[src/stam_params.svh]
`ifndef STAM_PARAMS_SVH
`define STAM_PARAMS_SVH

// register offsets on the serial control port
`define STAM_ADDR_W         13
`define STAM_OFS_SYNC_CTRL  13'h005B
`define STAM_OFS_TMR_LO     13'h005C
`define STAM_OFS_TMR_HI     13'h005D
`define STAM_OFS_SREF_MISC  13'h005E
`define STAM_OFS_EXT_VCO    13'h0064
`define STAM_OFS_ADLY       13'h0065
`define STAM_OFS_FL_MASK    13'h0070
`define STAM_OFS_GEN_MASK   13'h0071
`define STAM_OFS_ALARM_RB   13'h007B

// reset values
`define STAM_RST_REG        8'h00

// field positions
`define STAM_BIT_SYNC_POL   0
`define STAM_BIT_SYNC_THRU  1
`define STAM_BIT_SYNC_RTM   2
`define STAM_BIT_VCO_LOWF   0
`define STAM_BIT_VCO_DIV2   1
`define STAM_BIT_ADLY_LP    0
`define STAM_BIT_ALARM_RB   0

// serial frame: rw, two length bits, 13 address bits, 8 data bits
`define STAM_FRAME_BITS     5'd24
`define STAM_HDR_BITS       5'd16
`define STAM_HDR_RW_POS     15

`endif

[src/stam_pkg.sv]
package stam_pkg;
   // loop one status group, order matches its mask register
   typedef struct packed {
      logic       near_lock;
      logic       lock_acq;
      logic       lock_det;
      logic       holdover;
      logic [3:0] loss_of_signal;
   } stam_fl_stat_t;

   // general status group, order matches its mask register
   typedef struct packed {
      logic sync_req;
      logic both_lock;
      logic phase_stat;
      logic sysref_sync;
      logic sl_lock;
   } stam_gen_stat_t;

   typedef enum logic {SP_IDLE, SP_SHIFT} stam_spi_state_t;
endpackage

[src/stam_regs.sv]
`include "stam_params.svh"

module stam_regs
(
   input  wire logic                    sys_clk,
   input  wire logic                    rst_n,
   input  wire logic                    sclk,
   input  wire logic                    ser_sel_n,
   input  wire logic                    sdio_in,
   output logic                         sdio_out,
   output logic                         sdio_oe,
   input  wire logic                    ext_sync,
   input  wire logic                    ref_zero_tick,
   input  wire stam_pkg::stam_fl_stat_t  fl_stat,
   input  wire stam_pkg::stam_gen_stat_t gen_stat,
   output logic                         sync_event_q,
   output logic                         reseed_second_loop_q,
   output logic                         beat_q,
   output logic                         ext_vco_div2_q,
   output logic                         ext_vco_class_a_q,
   output logic                         adly_low_power_q,
   output logic                         alarm_q
);
   import stam_pkg::*;

   logic [7:0]              sync_ctrl_q;
   logic [7:0]              tmr_lo_q;
   logic [7:0]              tmr_hi_q;
   logic [7:0]              sref_misc_q;
   logic [7:0]              ext_vco_q;
   logic [7:0]              adly_q;
   logic [7:0]              fl_mask_q;
   logic [7:0]              gen_mask_q;
   logic [7:0]              rdata_q;
   logic                    wr_stb;
   logic                    rd_stb;
   logic [`STAM_ADDR_W-1:0] addr;
   logic [7:0]              wdata;
   logic [11:0]             period;
   logic [11:0]             cnt_q;
   logic                    beat_tick;
   logic                    sync_lvl_q;
   logic                    sync_prev_q;
   logic                    sync_pend_q;
   logic                    sync_edge;

   // true when a write strobe hits the given offset
   function automatic logic wr_hit(input logic [`STAM_ADDR_W-1:0] ofs);
      wr_hit = wr_stb && (addr == ofs);
   endfunction

   stam_spi_slave u_spi
   (
      .sys_clk   (sys_clk),
      .rst_n     (rst_n),
      .sclk      (sclk),
      .ser_sel_n (ser_sel_n),
      .sdio_in   (sdio_in),
      .sdio_out  (sdio_out),
      .sdio_oe   (sdio_oe),
      .wr_stb    (wr_stb),
      .rd_stb    (rd_stb),
      .addr      (addr),
      .wdata     (wdata),
      .rdata     (rdata_q)
   );

   // control registers, whole bytes kept so reserved bits read back
   always_ff @(posedge sys_clk)
   begin
      if (!rst_n)
      begin
         sync_ctrl_q <= `STAM_RST_REG;
         tmr_lo_q    <= `STAM_RST_REG;
         tmr_hi_q    <= `STAM_RST_REG;
         sref_misc_q <= `STAM_RST_REG;
         ext_vco_q   <= `STAM_RST_REG;
         adly_q      <= `STAM_RST_REG;
         fl_mask_q   <= `STAM_RST_REG;
         gen_mask_q  <= `STAM_RST_REG;
      end
      else
      begin
         if (wr_hit(`STAM_OFS_SYNC_CTRL)) sync_ctrl_q <= wdata;
         if (wr_hit(`STAM_OFS_TMR_LO))    tmr_lo_q    <= wdata;
         if (wr_hit(`STAM_OFS_TMR_HI))    tmr_hi_q    <= wdata;
         if (wr_hit(`STAM_OFS_SREF_MISC)) sref_misc_q <= wdata;
         if (wr_hit(`STAM_OFS_EXT_VCO))   ext_vco_q   <= wdata;
         if (wr_hit(`STAM_OFS_ADLY))      adly_q      <= wdata;
         if (wr_hit(`STAM_OFS_FL_MASK))   fl_mask_q   <= wdata;
         if (wr_hit(`STAM_OFS_GEN_MASK))  gen_mask_q  <= wdata;
      end
   end

   // read mux, captured once the header is in; unmapped reads give zero
   always_ff @(posedge sys_clk)
   begin
      if (!rst_n)
         rdata_q <= 8'h00;
      else if (rd_stb)
      begin
         case (addr)
            `STAM_OFS_SYNC_CTRL: rdata_q <= sync_ctrl_q;
            `STAM_OFS_TMR_LO:    rdata_q <= tmr_lo_q;
            `STAM_OFS_TMR_HI:    rdata_q <= tmr_hi_q;
            `STAM_OFS_SREF_MISC: rdata_q <= sref_misc_q;
            `STAM_OFS_EXT_VCO:   rdata_q <= ext_vco_q;
            `STAM_OFS_ADLY:      rdata_q <= adly_q;
            `STAM_OFS_FL_MASK:   rdata_q <= fl_mask_q;
            `STAM_OFS_GEN_MASK:  rdata_q <= gen_mask_q;
            `STAM_OFS_ALARM_RB:  rdata_q <= {7'h00, alarm_q};
            default:             rdata_q <= 8'h00;
         endcase
      end
   end

   // beat period from the setpoint; zero treated as one to avoid a stall
   assign period    = {tmr_hi_q[3:0], tmr_lo_q} == 12'h000 ? 12'h001
                                                           : {tmr_hi_q[3:0], tmr_lo_q};
   assign beat_tick = (cnt_q == 12'h000);

   // master timer; a new setpoint takes effect at the next reload
   always_ff @(posedge sys_clk)
   begin
      if (!rst_n)
      begin
         cnt_q  <= 12'h000;
         beat_q <= 1'b0;
      end
      else
      begin
         cnt_q  <= beat_tick ? period - 12'h001 : cnt_q - 12'h001;
         beat_q <= beat_tick;
      end
   end

   // sync sampling: polarity, then optional retime on reference zero
   always_ff @(posedge sys_clk)
   begin
      if (!rst_n)
      begin
         sync_lvl_q  <= 1'b0;
         sync_prev_q <= 1'b0;
      end
      else
      begin
         if (!sync_ctrl_q[`STAM_BIT_SYNC_RTM] || ref_zero_tick)
            sync_lvl_q <= ext_sync ^ sync_ctrl_q[`STAM_BIT_SYNC_POL];
         sync_prev_q <= sync_lvl_q;
      end
   end

   assign sync_edge = sync_lvl_q & ~sync_prev_q;

   // pending sync waits for a beat; a new edge wins over the clear
   always_ff @(posedge sys_clk)
   begin
      if (!rst_n)
      begin
         sync_pend_q          <= 1'b0;
         sync_event_q         <= 1'b0;
         reseed_second_loop_q <= 1'b0;
      end
      else
      begin
         sync_pend_q          <= sync_edge | (sync_pend_q & ~beat_tick);
         sync_event_q         <= sync_pend_q & beat_tick;
         reseed_second_loop_q <= sync_pend_q & beat_tick
                                 & sync_ctrl_q[`STAM_BIT_SYNC_THRU];
      end
   end

   // analog option levels, one register stage from the control bytes
   always_ff @(posedge sys_clk)
   begin
      if (!rst_n)
      begin
         ext_vco_div2_q    <= 1'b0;
         ext_vco_class_a_q <= 1'b0;
         adly_low_power_q  <= 1'b0;
      end
      else
      begin
         ext_vco_div2_q    <= ext_vco_q[`STAM_BIT_VCO_DIV2];
         ext_vco_class_a_q <= ext_vco_q[`STAM_BIT_VCO_LOWF];
         adly_low_power_q  <= adly_q[`STAM_BIT_ADLY_LP];
      end
   end

   // combined alarm; struct order lines up with the mask bits
   always_ff @(posedge sys_clk)
   begin
      if (!rst_n)
         alarm_q <= 1'b0;
      else
         alarm_q <= |(fl_mask_q & fl_stat) | |(gen_mask_q[4:0] & gen_stat);
   end

   // helper for beat spacing check
   logic [12:0] gap_q;
   logic [11:0] ld_q;
   logic [11:0] ldp_q;
   logic [1:0]  armed_q;
   always_ff @(posedge sys_clk)
   begin
      if (!rst_n)
      begin
         gap_q   <= 13'h0000;
         ld_q    <= 12'h000;
         ldp_q   <= 12'h000;
         armed_q <= 2'h0;
      end
      else
      begin
         gap_q <= beat_q ? 13'h0001 : gap_q + 13'h0001;
         if (beat_tick)
         begin
            ld_q  <= period;
            ldp_q <= ld_q;
         end
         if (beat_q && armed_q != 2'h3)
            armed_q <= armed_q + 2'h1;
      end
   end

   a_beat_spacing: assert property (@(posedge sys_clk) disable iff (!rst_n)
      beat_q && armed_q == 2'h3 |-> gap_q == {1'b0, ldp_q})
      else $error("beat spacing differs from setpoint");

   a_sync_on_beat: assert property (@(posedge sys_clk) disable iff (!rst_n)
      sync_event_q |-> beat_q)
      else $error("sync event off the beat");

   a_retime_hold: assert property (@(posedge sys_clk) disable iff (!rst_n)
      sync_ctrl_q[`STAM_BIT_SYNC_RTM] && !ref_zero_tick |=> $stable(sync_lvl_q))
      else $error("retimed sync moved without reference tick");

   a_bypass_follow: assert property (@(posedge sys_clk) disable iff (!rst_n)
      !sync_ctrl_q[`STAM_BIT_SYNC_RTM] && $stable(sync_ctrl_q)
      |=> sync_lvl_q == ($past(ext_sync) ^ $past(sync_ctrl_q[`STAM_BIT_SYNC_POL])))
      else $error("bypassed sync not following input with polarity");

   a_reseed_route: assert property (@(posedge sys_clk) disable iff (!rst_n)
      sync_event_q && $past(sync_ctrl_q[`STAM_BIT_SYNC_THRU]) |-> reseed_second_loop_q)
      else $error("reseed not routed to second loop");

   a_reseed_block: assert property (@(posedge sys_clk) disable iff (!rst_n)
      reseed_second_loop_q |-> sync_event_q && $past(sync_ctrl_q[`STAM_BIT_SYNC_THRU]))
      else $error("reseed without enable");

   a_timer_high: assert property (@(posedge sys_clk) disable iff (!rst_n)
      wr_stb && addr == `STAM_OFS_TMR_HI
      |=> period[11:8] == $past(wdata[3:0]) || period == 12'h001)
      else $error("setpoint high nibble not taken");

   a_vco_options: assert property (@(posedge sys_clk) disable iff (!rst_n)
      wr_stb && addr == `STAM_OFS_EXT_VCO |-> ##2 ext_vco_div2_q == $past(wdata[1], 2)
                                              && ext_vco_class_a_q == $past(wdata[0], 2))
      else $error("external VCO option not applied");

   a_adly_mode: assert property (@(posedge sys_clk) disable iff (!rst_n)
      wr_stb && addr == `STAM_OFS_ADLY |-> ##2 adly_low_power_q == $past(wdata[0], 2))
      else $error("analog delay mode not applied");

   a_alarm_near: assert property (@(posedge sys_clk) disable iff (!rst_n)
      fl_mask_q[7] && fl_stat.near_lock |=> alarm_q)
      else $error("masked-in near lock did not raise alarm");

   a_alarm_los: assert property (@(posedge sys_clk) disable iff (!rst_n)
      |(fl_mask_q[3:0] & fl_stat.loss_of_signal) |=> alarm_q)
      else $error("masked-in loss of signal did not raise alarm");

   a_alarm_gen: assert property (@(posedge sys_clk) disable iff (!rst_n)
      gen_mask_q[0] && gen_stat.sl_lock |=> alarm_q)
      else $error("masked-in second lock did not raise alarm");

   a_alarm_quiet: assert property (@(posedge sys_clk) disable iff (!rst_n)
      fl_mask_q == 8'h00 && gen_mask_q[4:0] == 5'h00 |=> !alarm_q)
      else $error("alarm active with all masks clear");

   a_alarm_readback: assert property (@(posedge sys_clk) disable iff (!rst_n)
      rd_stb && addr == `STAM_OFS_ALARM_RB |=> rdata_q == {7'h00, $past(alarm_q)})
      else $error("alarm readback wrong");

   a_reserved_keep: assert property (@(posedge sys_clk) disable iff (!rst_n)
      wr_stb && addr == `STAM_OFS_SREF_MISC |=> sref_misc_q == $past(wdata))
      else $error("reserved register not stored");
endmodule

[src/stam_spi_slave.sv]
`include "stam_params.svh"

module stam_spi_slave
(
   input  wire logic                     sys_clk,
   input  wire logic                     rst_n,
   input  wire logic                     sclk,
   input  wire logic                     ser_sel_n,
   input  wire logic                     sdio_in,
   output logic                          sdio_out,
   output logic                          sdio_oe,
   output logic                          wr_stb,
   output logic                          rd_stb,
   output logic [`STAM_ADDR_W-1:0]       addr,
   output logic [7:0]                    wdata,
   input  wire logic [7:0]               rdata
);
   import stam_pkg::*;

   stam_spi_state_t st_q;
   logic            sclk_prev_q;
   logic [4:0]      cnt_q;
   logic [23:0]     sh_q;
   logic            rd_q;
   logic [7:0]      rd_sh_q;
   logic            rise;
   logic            fall;

   assign rise = sclk & ~sclk_prev_q;
   assign fall = ~sclk & sclk_prev_q;

   // edge detect on the serial clock, which is sampled as a plain input
   always_ff @(posedge sys_clk)
   begin
      if (!rst_n)
         sclk_prev_q <= 1'b0;
      else
         sclk_prev_q <= sclk;
   end

   // frame shifter and strobes
   always_ff @(posedge sys_clk)
   begin
      if (!rst_n)
      begin
         st_q   <= SP_IDLE;
         cnt_q  <= 5'h00;
         sh_q   <= 24'h000000;
         rd_q   <= 1'b0;
         wr_stb <= 1'b0;
         rd_stb <= 1'b0;
         addr   <= '0;
         wdata  <= 8'h00;
      end
      else
      begin
         wr_stb <= 1'b0;
         rd_stb <= 1'b0;
         case (st_q)
            SP_IDLE:
            begin
               cnt_q <= 5'h00;
               if (!ser_sel_n)
                  st_q <= SP_SHIFT;
            end
            SP_SHIFT:
            begin
               if (ser_sel_n)
                  st_q <= SP_IDLE;
               else if (rise && cnt_q < `STAM_FRAME_BITS)
               begin
                  sh_q  <= {sh_q[22:0], sdio_in};
                  cnt_q <= cnt_q + 5'd1;
                  if (cnt_q == `STAM_HDR_BITS - 5'd1)
                  begin
                     // header complete: rw decides read or write
                     addr   <= {sh_q[11:0], sdio_in};
                     rd_q   <= sh_q[`STAM_HDR_RW_POS-1];
                     rd_stb <= sh_q[`STAM_HDR_RW_POS-1];
                  end
                  if (cnt_q == `STAM_FRAME_BITS - 5'd1 && !rd_q)
                  begin
                     wdata  <= {sh_q[6:0], sdio_in};
                     wr_stb <= 1'b1;
                  end
               end
            end
            default: st_q <= SP_IDLE;
         endcase
      end
   end

   // read data leaves on falling edges; needs a slow serial clock
   always_ff @(posedge sys_clk)
   begin
      if (!rst_n || ser_sel_n)
      begin
         sdio_out <= 1'b0;
         sdio_oe  <= 1'b0;
         rd_sh_q  <= 8'h00;
      end
      else if (fall && rd_q && cnt_q >= `STAM_HDR_BITS && cnt_q < `STAM_FRAME_BITS)
      begin
         sdio_oe <= 1'b1;
         if (cnt_q == `STAM_HDR_BITS)
         begin
            sdio_out <= rdata[7];
            rd_sh_q  <= {rdata[6:0], 1'b0};
         end
         else
         begin
            sdio_out <= rd_sh_q[7];
            rd_sh_q  <= {rd_sh_q[6:0], 1'b0};
         end
      end
   end
endmodule
[config.mk]
export PLATFORM = sky130hd
export DESIGN_NAME = stam_regs
export DESIGN_NICKNAME = d
export VERILOG_FILES = /design/src/stam_pkg.sv /design/src/stam_regs.sv /design/src/stam_spi_slave.sv
export VERILOG_INCLUDE_DIRS = /design/src
export SDC_FILE = /design/constraint.sdc
export NUM_CORES = 1
export LEC_CHECK = 0
export BUFFER_PORTS_ARGS = -buffer_cell sky130_fd_sc_hd__buf_2
export CORE_MARGIN = 4
export CORE_UTILIZATION = 50
export DETAILED_ROUTE_END_ITERATION = 8
export GPL_TIMING_DRIVEN = 0
export PLACE_DENSITY_LB_ADDON = 0.15
export SETUP_SLACK_MARGIN = 0.02
export SLEW_MARGIN = 0
export SYNTH_ARGS = -nofsm -noshare
export SYNTH_HDL_FRONTEND = slang
export SYNTH_HIERARCHICAL = 1
export SYNTH_SLANG_ARGS = --single-unit
[constraint.sdc]
create_clock -name sys_clk -period 4.1 [get_ports sys_clk]
set_input_delay 0.41 -clock sys_clk [delete_from_list [all_inputs] [get_ports sys_clk]]
set_output_delay 0.41 -clock sys_clk [all_outputs]
set_load 0.005 [all_outputs]
* Word level (Yosys, flattened, before mapping)
Index checks and enable logic that the tools add are counted.
** Word-level totals
- Bits of input ports :: 20
- Bits in registers :: 150
- Logic and storage cells :: 109
- Output and inout port bits :: 9
** Cells by class
- Eq/ne operators :: 14
- Reduce and logical (&&, ||, !) cells :: 28
- Bitwise gates (word level) :: 20
- Muxes and demuxes :: 10
- $lt $le $gt $ge :: 2
- Add/subtract/negate cells :: 3
** Operator list (count)
- == test 13 x 7 -> 1 bit (second input constant) :: 9
- case mux 8 bit (9 select lines) :: 1
- zero test 12 bit :: 2
- two-way mux 12 bit :: 2
- subtractor 12 x 1 -> 12 bit (second input constant) :: 2
- logical AND 1 bit :: 13
- == test 5 bit (second input constant) :: 2
- two-way mux 5 bit :: 2
- case mux 5 bit (2 select lines) :: 1
- OR reduction 5 bit :: 2
- inverter 1 bit :: 9
- bitwise AND 8 bit :: 1
- two-way mux 8 bit :: 1
- AND reduction 4 bit :: 2
- OR reduction 8 bit :: 1
- bitwise AND 1 bit :: 6
- adder 5 x 1 -> 5 bit (second input constant) :: 1
- bitwise AND 5 bit :: 1
- == test 5 x 4 -> 1 bit (second input constant) :: 1
- greater-or-equal comparator 5 bit (second input constant) :: 1
- < comparator 5 bit (second input constant) :: 1
- inequality test 2 bit (second input constant) :: 2
- OR reduction 4 bit :: 1
- zero test 1 bit :: 3
- other kinds (6) :: 10

* Longest topological paths before layout
Gate-level depths: netlist (run 1).
- Depth in word-level cells :: 6
- Mapped depth :: 11

* Hierarchy
Netlist (run 1), hierarchy kept.
** Modules (own cells, without submodules)
- stam_regs :: instances 1, area each 4469.3 sq um, cells an instance 525
- stam_spi_slave :: instances 1, area each 2155.8 sq um, cells an instance 220

* Least setup slack after synthesis (run 1)
Ideal clock, no wire load.
- Kind :: register -> register
- Start point :: reg, netlist name cnt_q[2]
- End point :: reg, netlist name cnt_q[10]
- Path buffers :: 0
- Cell stages (with the launch flop) :: 10
- Slack :: 1.029 ns
- Data required time :: 3.968 ns
- Clock period less this slack :: 3.071 ns
- Data arrival time :: 2.939 ns
- Library setup time :: 0.132 ns
- Cells stage by stage :: dfxtp_1 -> or4_4 -> nor4_2 -> mux2i_1 -> clkinv_1 -> ha_1 -> or4b_2 -> nor3_1 -> a21o_1 -> a21oi_1

==> results of run 1 <==
==> worst max-delay path by stage <==
stage | start | to | slack [ps] | cells after the start
after floorplan | cnt_q[2] | cnt_q[10] | 1030 | 9
after global placement | cnt_q[2] | cnt_q[10] | 570 | 9
after detailed placement | cnt_q[2] | cnt_q[10] | 460 | 9
after CTS | cnt_q[2] | cnt_q[10] | 450 | 9
after global routing | cnt_q[2] | cnt_q[10] | 210 | 9
final | cnt_q[2] | cnt_q[10] | 400 | 9
==> power breakdown <==
part           internal (µW)  leakage (µW)  switching (µW)
Combinational            195       0.00140             321
Sequential              1500       0.00120            40.2
Clock                   1080      0.000316             584
==> cells in the final DEF (no fill, tap or decap), drive strengths merged, types with 11 or more instances in the layout <==
cell      n
a21oi    58
buf      42
clkbuf   62
dfxtp   149
mux2     13
mux2i    65
nand2   102
nand3    45
nor2     54
nor2b    19
nor3     11
o21ai    27
==> state kept, by name, indices dropped and copies added (netlist names), 5 cells and up <==
register and cells:
u_spi/sh_q 15, tmr_hi_q 8, rdata_q 8, gen_mask_q 8, u_spi/cnt_q 5, ext_vco_q 8, u_spi/addr 13, u_spi/rd_sh_q 7
adly_q 8, fl_mask_q 8, tmr_lo_q 8, sync_ctrl_q 8, u_spi/wdata 8, sref_misc_q 8, cnt_q 12
==> per-layer routing <==
layer | up-vias | wire [µm] | part of all wire, %
met4 | 2 | 340 | 2.0
met5 | - | 13 | 0.076
li1 | 2740 | - | -
met2 | 168 | 7713 | 45
met1 | 2752 | 7796 | 46
met3 | 29 | 1183 | 6.9
==> stage by stage <==
step           total power, µW  worst slack [ps]  hold slack, ps  instance area (µm²)
4_1_cts                   3728             448.0           231.3                 7609
3_3_place_gp              2047             570.1           435.7                 6975
3_5_place_dp              2080             457.6           441.5                 6975
5_1_grt                   3857             212.1           248.0                 7609
2_1_floorplan             1951              1029           420.5                 6625
6_report                  3718             401.9           237.2                 7609
==> layout make-up <==
cell class,count,area [µm²]
well taps,172,215.2
clock inverters,9,148.9
inverters,10,37.54
flip-flops and latches,149,2983
clock buffers,22,484.2
repair buffers,27,135.1
plain buffers,55,236.5
multi-input cells,531,3368
fillers,1157,5165
==> cell families (layout without fill, tap and decap cells) <==
| family | after synthesis | count (layout) | share of synthesized area (%) |
|---|---|---|---|
| mux | 78 | 78 | 12.03 |
| xor+xnor | 5 | 5 | 0.6611 |
| flops | 149 | 149 | 45.02 |
| buf+inv | 65 | 123 | 4.136 |
| fa+ha+maj | 4 | 4 | 0.7555 |
| simple gates | 300 | 300 | 23.57 |
| compound gates | 144 | 144 | 13.82 |
==> synth_stat cells, drive strengths merged (3+ instances only) <==
cell type,n,area [µm²]
a21boi,7,52.55
a21o,4,30.03
a21oi,58,301.5
a221oi,3,26.28
a22o,6,52.55
a22oi,9,67.56
a311oi,4,35.03
a31oi,4,25.02
and2,8,50.05
and3,7,43.79
and4b,3,30.03
buf,15,86.33
clkbuf,40,150.1
dfxtp,149,2983
ha,4,50.05
inv,9,33.78
mux2,13,146.4
mux2i,65,650.6
nand2,102,382.9
nand2b,4,25.02
nand3,45,237.7
nand3b,4,30.03
nand4b,7,61.31
nor2,54,202.7
nor2b,19,118.9
nor3,11,60.06
nor3b,5,37.54
nor4,9,96.34
o21ai,27,135.1
o31ai,3,27.52
or2,3,18.77
or3,5,31.28
or4,3,30.03
xor2,3,26.28
==> impl_metrics.json, run 1 <==
{
  "status": "finished clean",
  "clkTransAtPathRegs_ps": 60,
  "setup_viol": 0,
  "ant_nets": 0,
  "clock-sinks": 149,
  "cp.arrival_ps": 4050,
  "area_delta_synth_final_pct": 14.84,
  "first_iter_violations": 573,
  "synth-async-reset-ratio_pct": 0,
  "min_period_ps": 3698,
  "powerDensity_nw_per_um2": 488.6,
  "first_pass_iters": 7,
  "vias_per_cell": 5.837,
  "min-delay-start": "ref_zero_tick",
  "crit_path_max_incr_delay_ps": 660,
  "globalRouteMet3Util_pct": 5.261,
  "numCtsBuffers": 17,
  "worstHoldPathCells": 2,
  "fin_skew_ps": 7.007,
  "crit_buf_inv": 1,
  "postLayoutCoreUtil_pct": 59.57,
  "cts_resized": 0,
  "synthFlopType": "dfxtp_1",
  "hpwlAfterDp_mm": 12.28,
  "timing.final.crit_share_pct": 90.20,
  "avgRoutedWirePerCell_um": 17.48,
  "fp.dieW_um": 123.1,
  "relSlewSlack_pct": 33.53,
  "crit_slowest_cell": "or4b_2",
  "path_class": "flop to flop",
  "grt_util_met2_pct": 36.35,
  "syn_nets": 769,
  "final.setup.tns_ps": 0,
  "grt.met1_usage_pct": 32.90,
  "hold_buffers": 0,
  "crit_family": "simple AND/OR/NAND/NOR gates",
  "syn_avg_cell_area_um2": 8.893,
  "path_max_fanout": 7,
  "overflow": 0,
  "critPathRequiredTime_ps": 4450,
  "clock_path_buffers": 2,
  "num_vias": 5691,
  "placedCellCount": 944,
  "initial_core_util_pct": 51.87,
  "synth_cell_type_count": 73,
  "grt_max_degree": 17,
  "cellLeakagePower_uw": 0.002914,
  "ir_drop_mv": 0.2720,
  "synthesis.area_um2": 6625,
  "synth_edf_count": 0,
  "worstReg2RegEnd": "cnt_q[10]",
  "hold_viol_final": 0,
  "slew_violations": 0,
  "min_path_type": "input port to flop",
  "gp_congestion": 0.8696,
  "rrSetupSlack_ps": 400,
  "design.die.area_um2": 15160,
  "grt_pass1_wl_mm": 27.66,
  "rows": 41,
  "clock_latency_ps": 420,
  "start_kind": "flop",
  "cts_max_level": 4,
  "fmax_ghz": 0.2704,
  "cts_tree": "yes",
  "drv_cap": 0,
  "post-cts-setup-buffers": 0,
  "grt.total_usage_pct": 23.70,
  "clockRootBuffer": "clkbuf_16",
  "rsz0062_at_grt": "no",
  "ys_seq_area_share_pct": 45.02,
  "fp.dieH_um": 123.1,
  "first_global_vias": 5376,
  "num-nets-final": 815,
  "end_kind": "flop",
  "instances_no_fill": 975,
  "antenna_found_initial": 1,
  "io_buffers": 27,
  "holdPathEnd": "sync_lvl_q",
  "drc": 0,
  "diodes": 0,
  "r2r_cells": 9,
  "top_usage_layer": "met2",
  "yosysWarnings": 6,
  "path_cells": "or4_4 -> nor4_2 -> mux2i_1 -> clkinv_1 -> ha_1 -> or4b_2 -> nor3_1 -> nand3_1 -> a21oi_1",
  "ios": 29,
  "drive_gt1_share_pct": 12.70,
  "wl_mm": 17.05,
  "core_um2": 12770,
  "r2r-start": "cnt_q[2]",
  "worst_pin_slew_ps": 995.0,
  "ys_ff_latch": 149,
  "syn_inst": 745
}
Note: power is estimated with default switching activity, not from simulation.
==> run 2: changes to the inputs <==
Settings changed: ABC_AREA set to 1.
==> run 2 against run 1 <==
Effect of this change:
- synthesized area barely moved
- clock skew fell by 1.5 ps
- combinational power fell by 12%
- global-route usage fell by 0.65 points
- register-to-register slack improved by 1600 ps
==> impl_metrics.json, run 2 <==
{
  "status": "finished clean",
  "fin_skew_ps": 5.490,
  "end_kind": "flop",
  "placedCellCount": 1136,
  "multi_input_area_um2": 3007,
  "synth_area_leaders": "dfxtp_1 (45%), nand2_1 (9.6%), a21oi_1 (8.1%)",
  "vias_per_cell": 5.215,
  "relSlewSlack_pct": 58.62,
  "num-nets-final": 1007,
  "yosys-top-cells-count": "nand2_1 (170), dfxtp_1 (149), nor2_1 (124), inv_1 (109), a21oi_1 (107)",
  "cts_resized": 0,
  "top_regs": "u_spi/sh_q x15, u_spi/addr x13, cnt_q x12",
  "start_kind": "flop",
  "top_register": "u_spi/sh_q",
  "critPathRequiredTime_ps": 4410,
  "min_path_type": "input port to flop",
  "io_buffers": 28,
  "area_delta_synth_final_pct": 13.10,
  "grt_pass1_wl_mm": 27.09,
  "yosysMostFrequentCell": "nand2_1",
  "wl_mm": 16.65,
  "nFillCells": 1212,
  "path_max_fanout": 8,
  "synthFlopType": "dfxtp_1",
  "diodes": 0,
  "avgRoutedWirePerCell_um": 14.30,
  "cellLeakagePower_uw": 0.003038,
  "clock-sinks": 149,
  "yosysWarnings": 6,
  "num_vias": 6070,
  "core_um2": 12770,
  "yosysTopAreaCellShare_pct": 45.06,
  "fp.dieH_um": 123.1,
  "largest_register_ff_count": 15,
  "numCtsBuffers": 17,
  "final.setup.tns_ps": 0,
  "overflow": 0,
  "final_common_cell": "nand2_1",
  "fp.dieW_um": 123.1,
  "cts_max_level": 4,
  "post-cts-setup-buffers": 0,
  "seq_area_um2": 2983,
  "rsz0062_at_grt": "no",
  "antenna_found_initial": 0,
  "drv_cap": 0,
  "gp_congestion": 0.8930,
  "synth_cell_type_count": 32,
  "ir_drop_mv": 0.3181,
  "setup_viol": 0,
  "clock_path_buffers": 2,
  "first_pass_iters": 5,
  "min-delay-start": "sclk",
  "ant_nets": 0,
  "grt_max_degree": 17,
  "synth_area_leader_cell": "dfxtp_1",
  "syn_inst": 936,
  "ys_seq_area_share_pct": 45.06,
  "initial_core_util_pct": 51.83,
  "r2r-start": "cnt_q[4]",
  "path_class": "flop to flop",
  "hpwlAfterDp_mm": 11.73,
  "hold_buffers": 0,
  "rows": 41,
  "synth-async-reset-ratio_pct": 0,
  "fmax_ghz": 0.4724,
  "clock_latency_ps": 420,
  "r2r_cells": 13,
  "syn_nets": 960,
  "hold_viol_final": 0,
  "powerDensity_nw_per_um2": 451.2,
  "cts_tree": "yes",
  "cp.arrival_ps": 2430,
  "clkTransAtPathRegs_ps": 60,
  "layout_common_cells": "nand2_1 (170), dfxtp_1 (149), nor2_1 (124)",
  "clockRootBuffer": "clkbuf_16",
  "design.die.area_um2": 15150,
  "min_period_ps": 2117,
  "first_global_vias": 5407,
  "timing.final.crit_share_pct": 51.63,
  "worstHoldPathCells": 3,
  "synthesis.area_um2": 6620,
  "worstReg2RegEnd": "cnt_q[10]",
  "slew_violations": 0,
  "ys_ff_latch": 149,
  "synth_edf_count": 0,
  "grt.total_usage_pct": 23.05,
  "drive_gt1_share_pct": 10.58,
  "rrSetupSlack_ps": 1980,
  "syn_avg_cell_area_um2": 7.073,
  "drc": 0,
  "instances_no_fill": 1164,
  "worst_pin_slew_ps": 620.6,
  "first_iter_violations": 583,
  "holdPathEnd": "u_spi/sclk_prev_q",
  "ios": 29
}
==> run 2: changes by cell type in the layout (fill, tap and decap cells not counted), sizes merged, moves of 49 or more <==
cell / before / now
inv: 9 / 115
a21oi: 58 / 107
o21ai: 27 / 88
nand2: 102 / 170
nor2: 54 / 144
mux2i: 65 / 0
==> run 2: how the worst max path moves through the flow <==
stage | from | end | slack (ps)
2_1_floorplan | cnt_q[5] | cnt_q[8] | 2360
6_report | cnt_q[4] | cnt_q[10] | 1980
4_1_cts | cnt_q[4] | cnt_q[10] | 2020
5_1_grt | cnt_q[4] | cnt_q[10] | 1720
3_3_place_gp | cnt_q[4] | cnt_q[10] | 2050
3_5_place_dp | cnt_q[4] | cnt_q[10] | 2050
==> run 2: report_power, final <==
part | switching, µW | total (µW) | leakage [µW] | internal, µW
Combinational | 307 | 452 | 0.00158 | 145
Sequential | 28.9 | 1530 | 0.00120 | 1500
Clock | 566 | 1400 | 0.000251 | 831
Total | 902 | 3380 | 0.00304 | 2480
==> run 2: cells by family after synthesis <==
group	after synthesis	share of synthesized area [%]
fa+ha+maj	4	0.7560
compound gates	210	16.52
buf+inv	152	9.525
simple gates	421	28.14
flops	149	45.06
==> run 2: metrics by stage <==
| step | hold slack, ps | utilization, % | instance area (µm²) | total power (µW) | setup WS (ps) |
|---|---|---|---|---|---|
| 6_report | 215.6 | 58.61 | 7487 | 3378 | 1983 |
| 5_1_grt | 245.8 | 58.61 | 7487 | 3547 | 1718 |
| 4_1_cts | 201.1 | 58.61 | 7487 | 3396 | 2016 |
| 3_5_place_dp | 418.6 | 54.61 | 6975 | 2003 | 2048 |
| 3_3_place_gp | 416.5 | 54.61 | 6975 | 1999 | 2055 |
| 2_1_floorplan | 403.8 | - | 6620 | 1904 | 2365 |
==> run 2: cell type report <==
class / instances / area share, %
clock buffers: 22 / 6.066
inverters: 116 / 5.816
plain buffers: 36 / 2.607
clock inverters: 6 / 0.7687
repair buffers: 28 / 1.872
flip-flops and latches: 149 / 39.84
well taps: 172 / 2.874
multi-input cells: 635 / 40.16
==> run 2: worst max-delay path, cell delays in order, from the launching register on <==
cell,delay [ps]
dfxtp_1,310
nor2_1,150
nand3_1,130
nor2_4,240
nand3_1,150
nand2_1,140
ha_1,150
inv_1,50
nor2_1,190
nand2_1,140
nor2_1,180
nand3_1,90
nand2_1,60
nor2_1,30
==> run 2: per-layer routing <==
metal | routed length [µm] | track usage (%)
met2 | 7637 | 36.52
met1 | 7853 | 31.05
met5 | 0 | 0
met4 | 353 | 7.958
met3 | 804 | 5.306
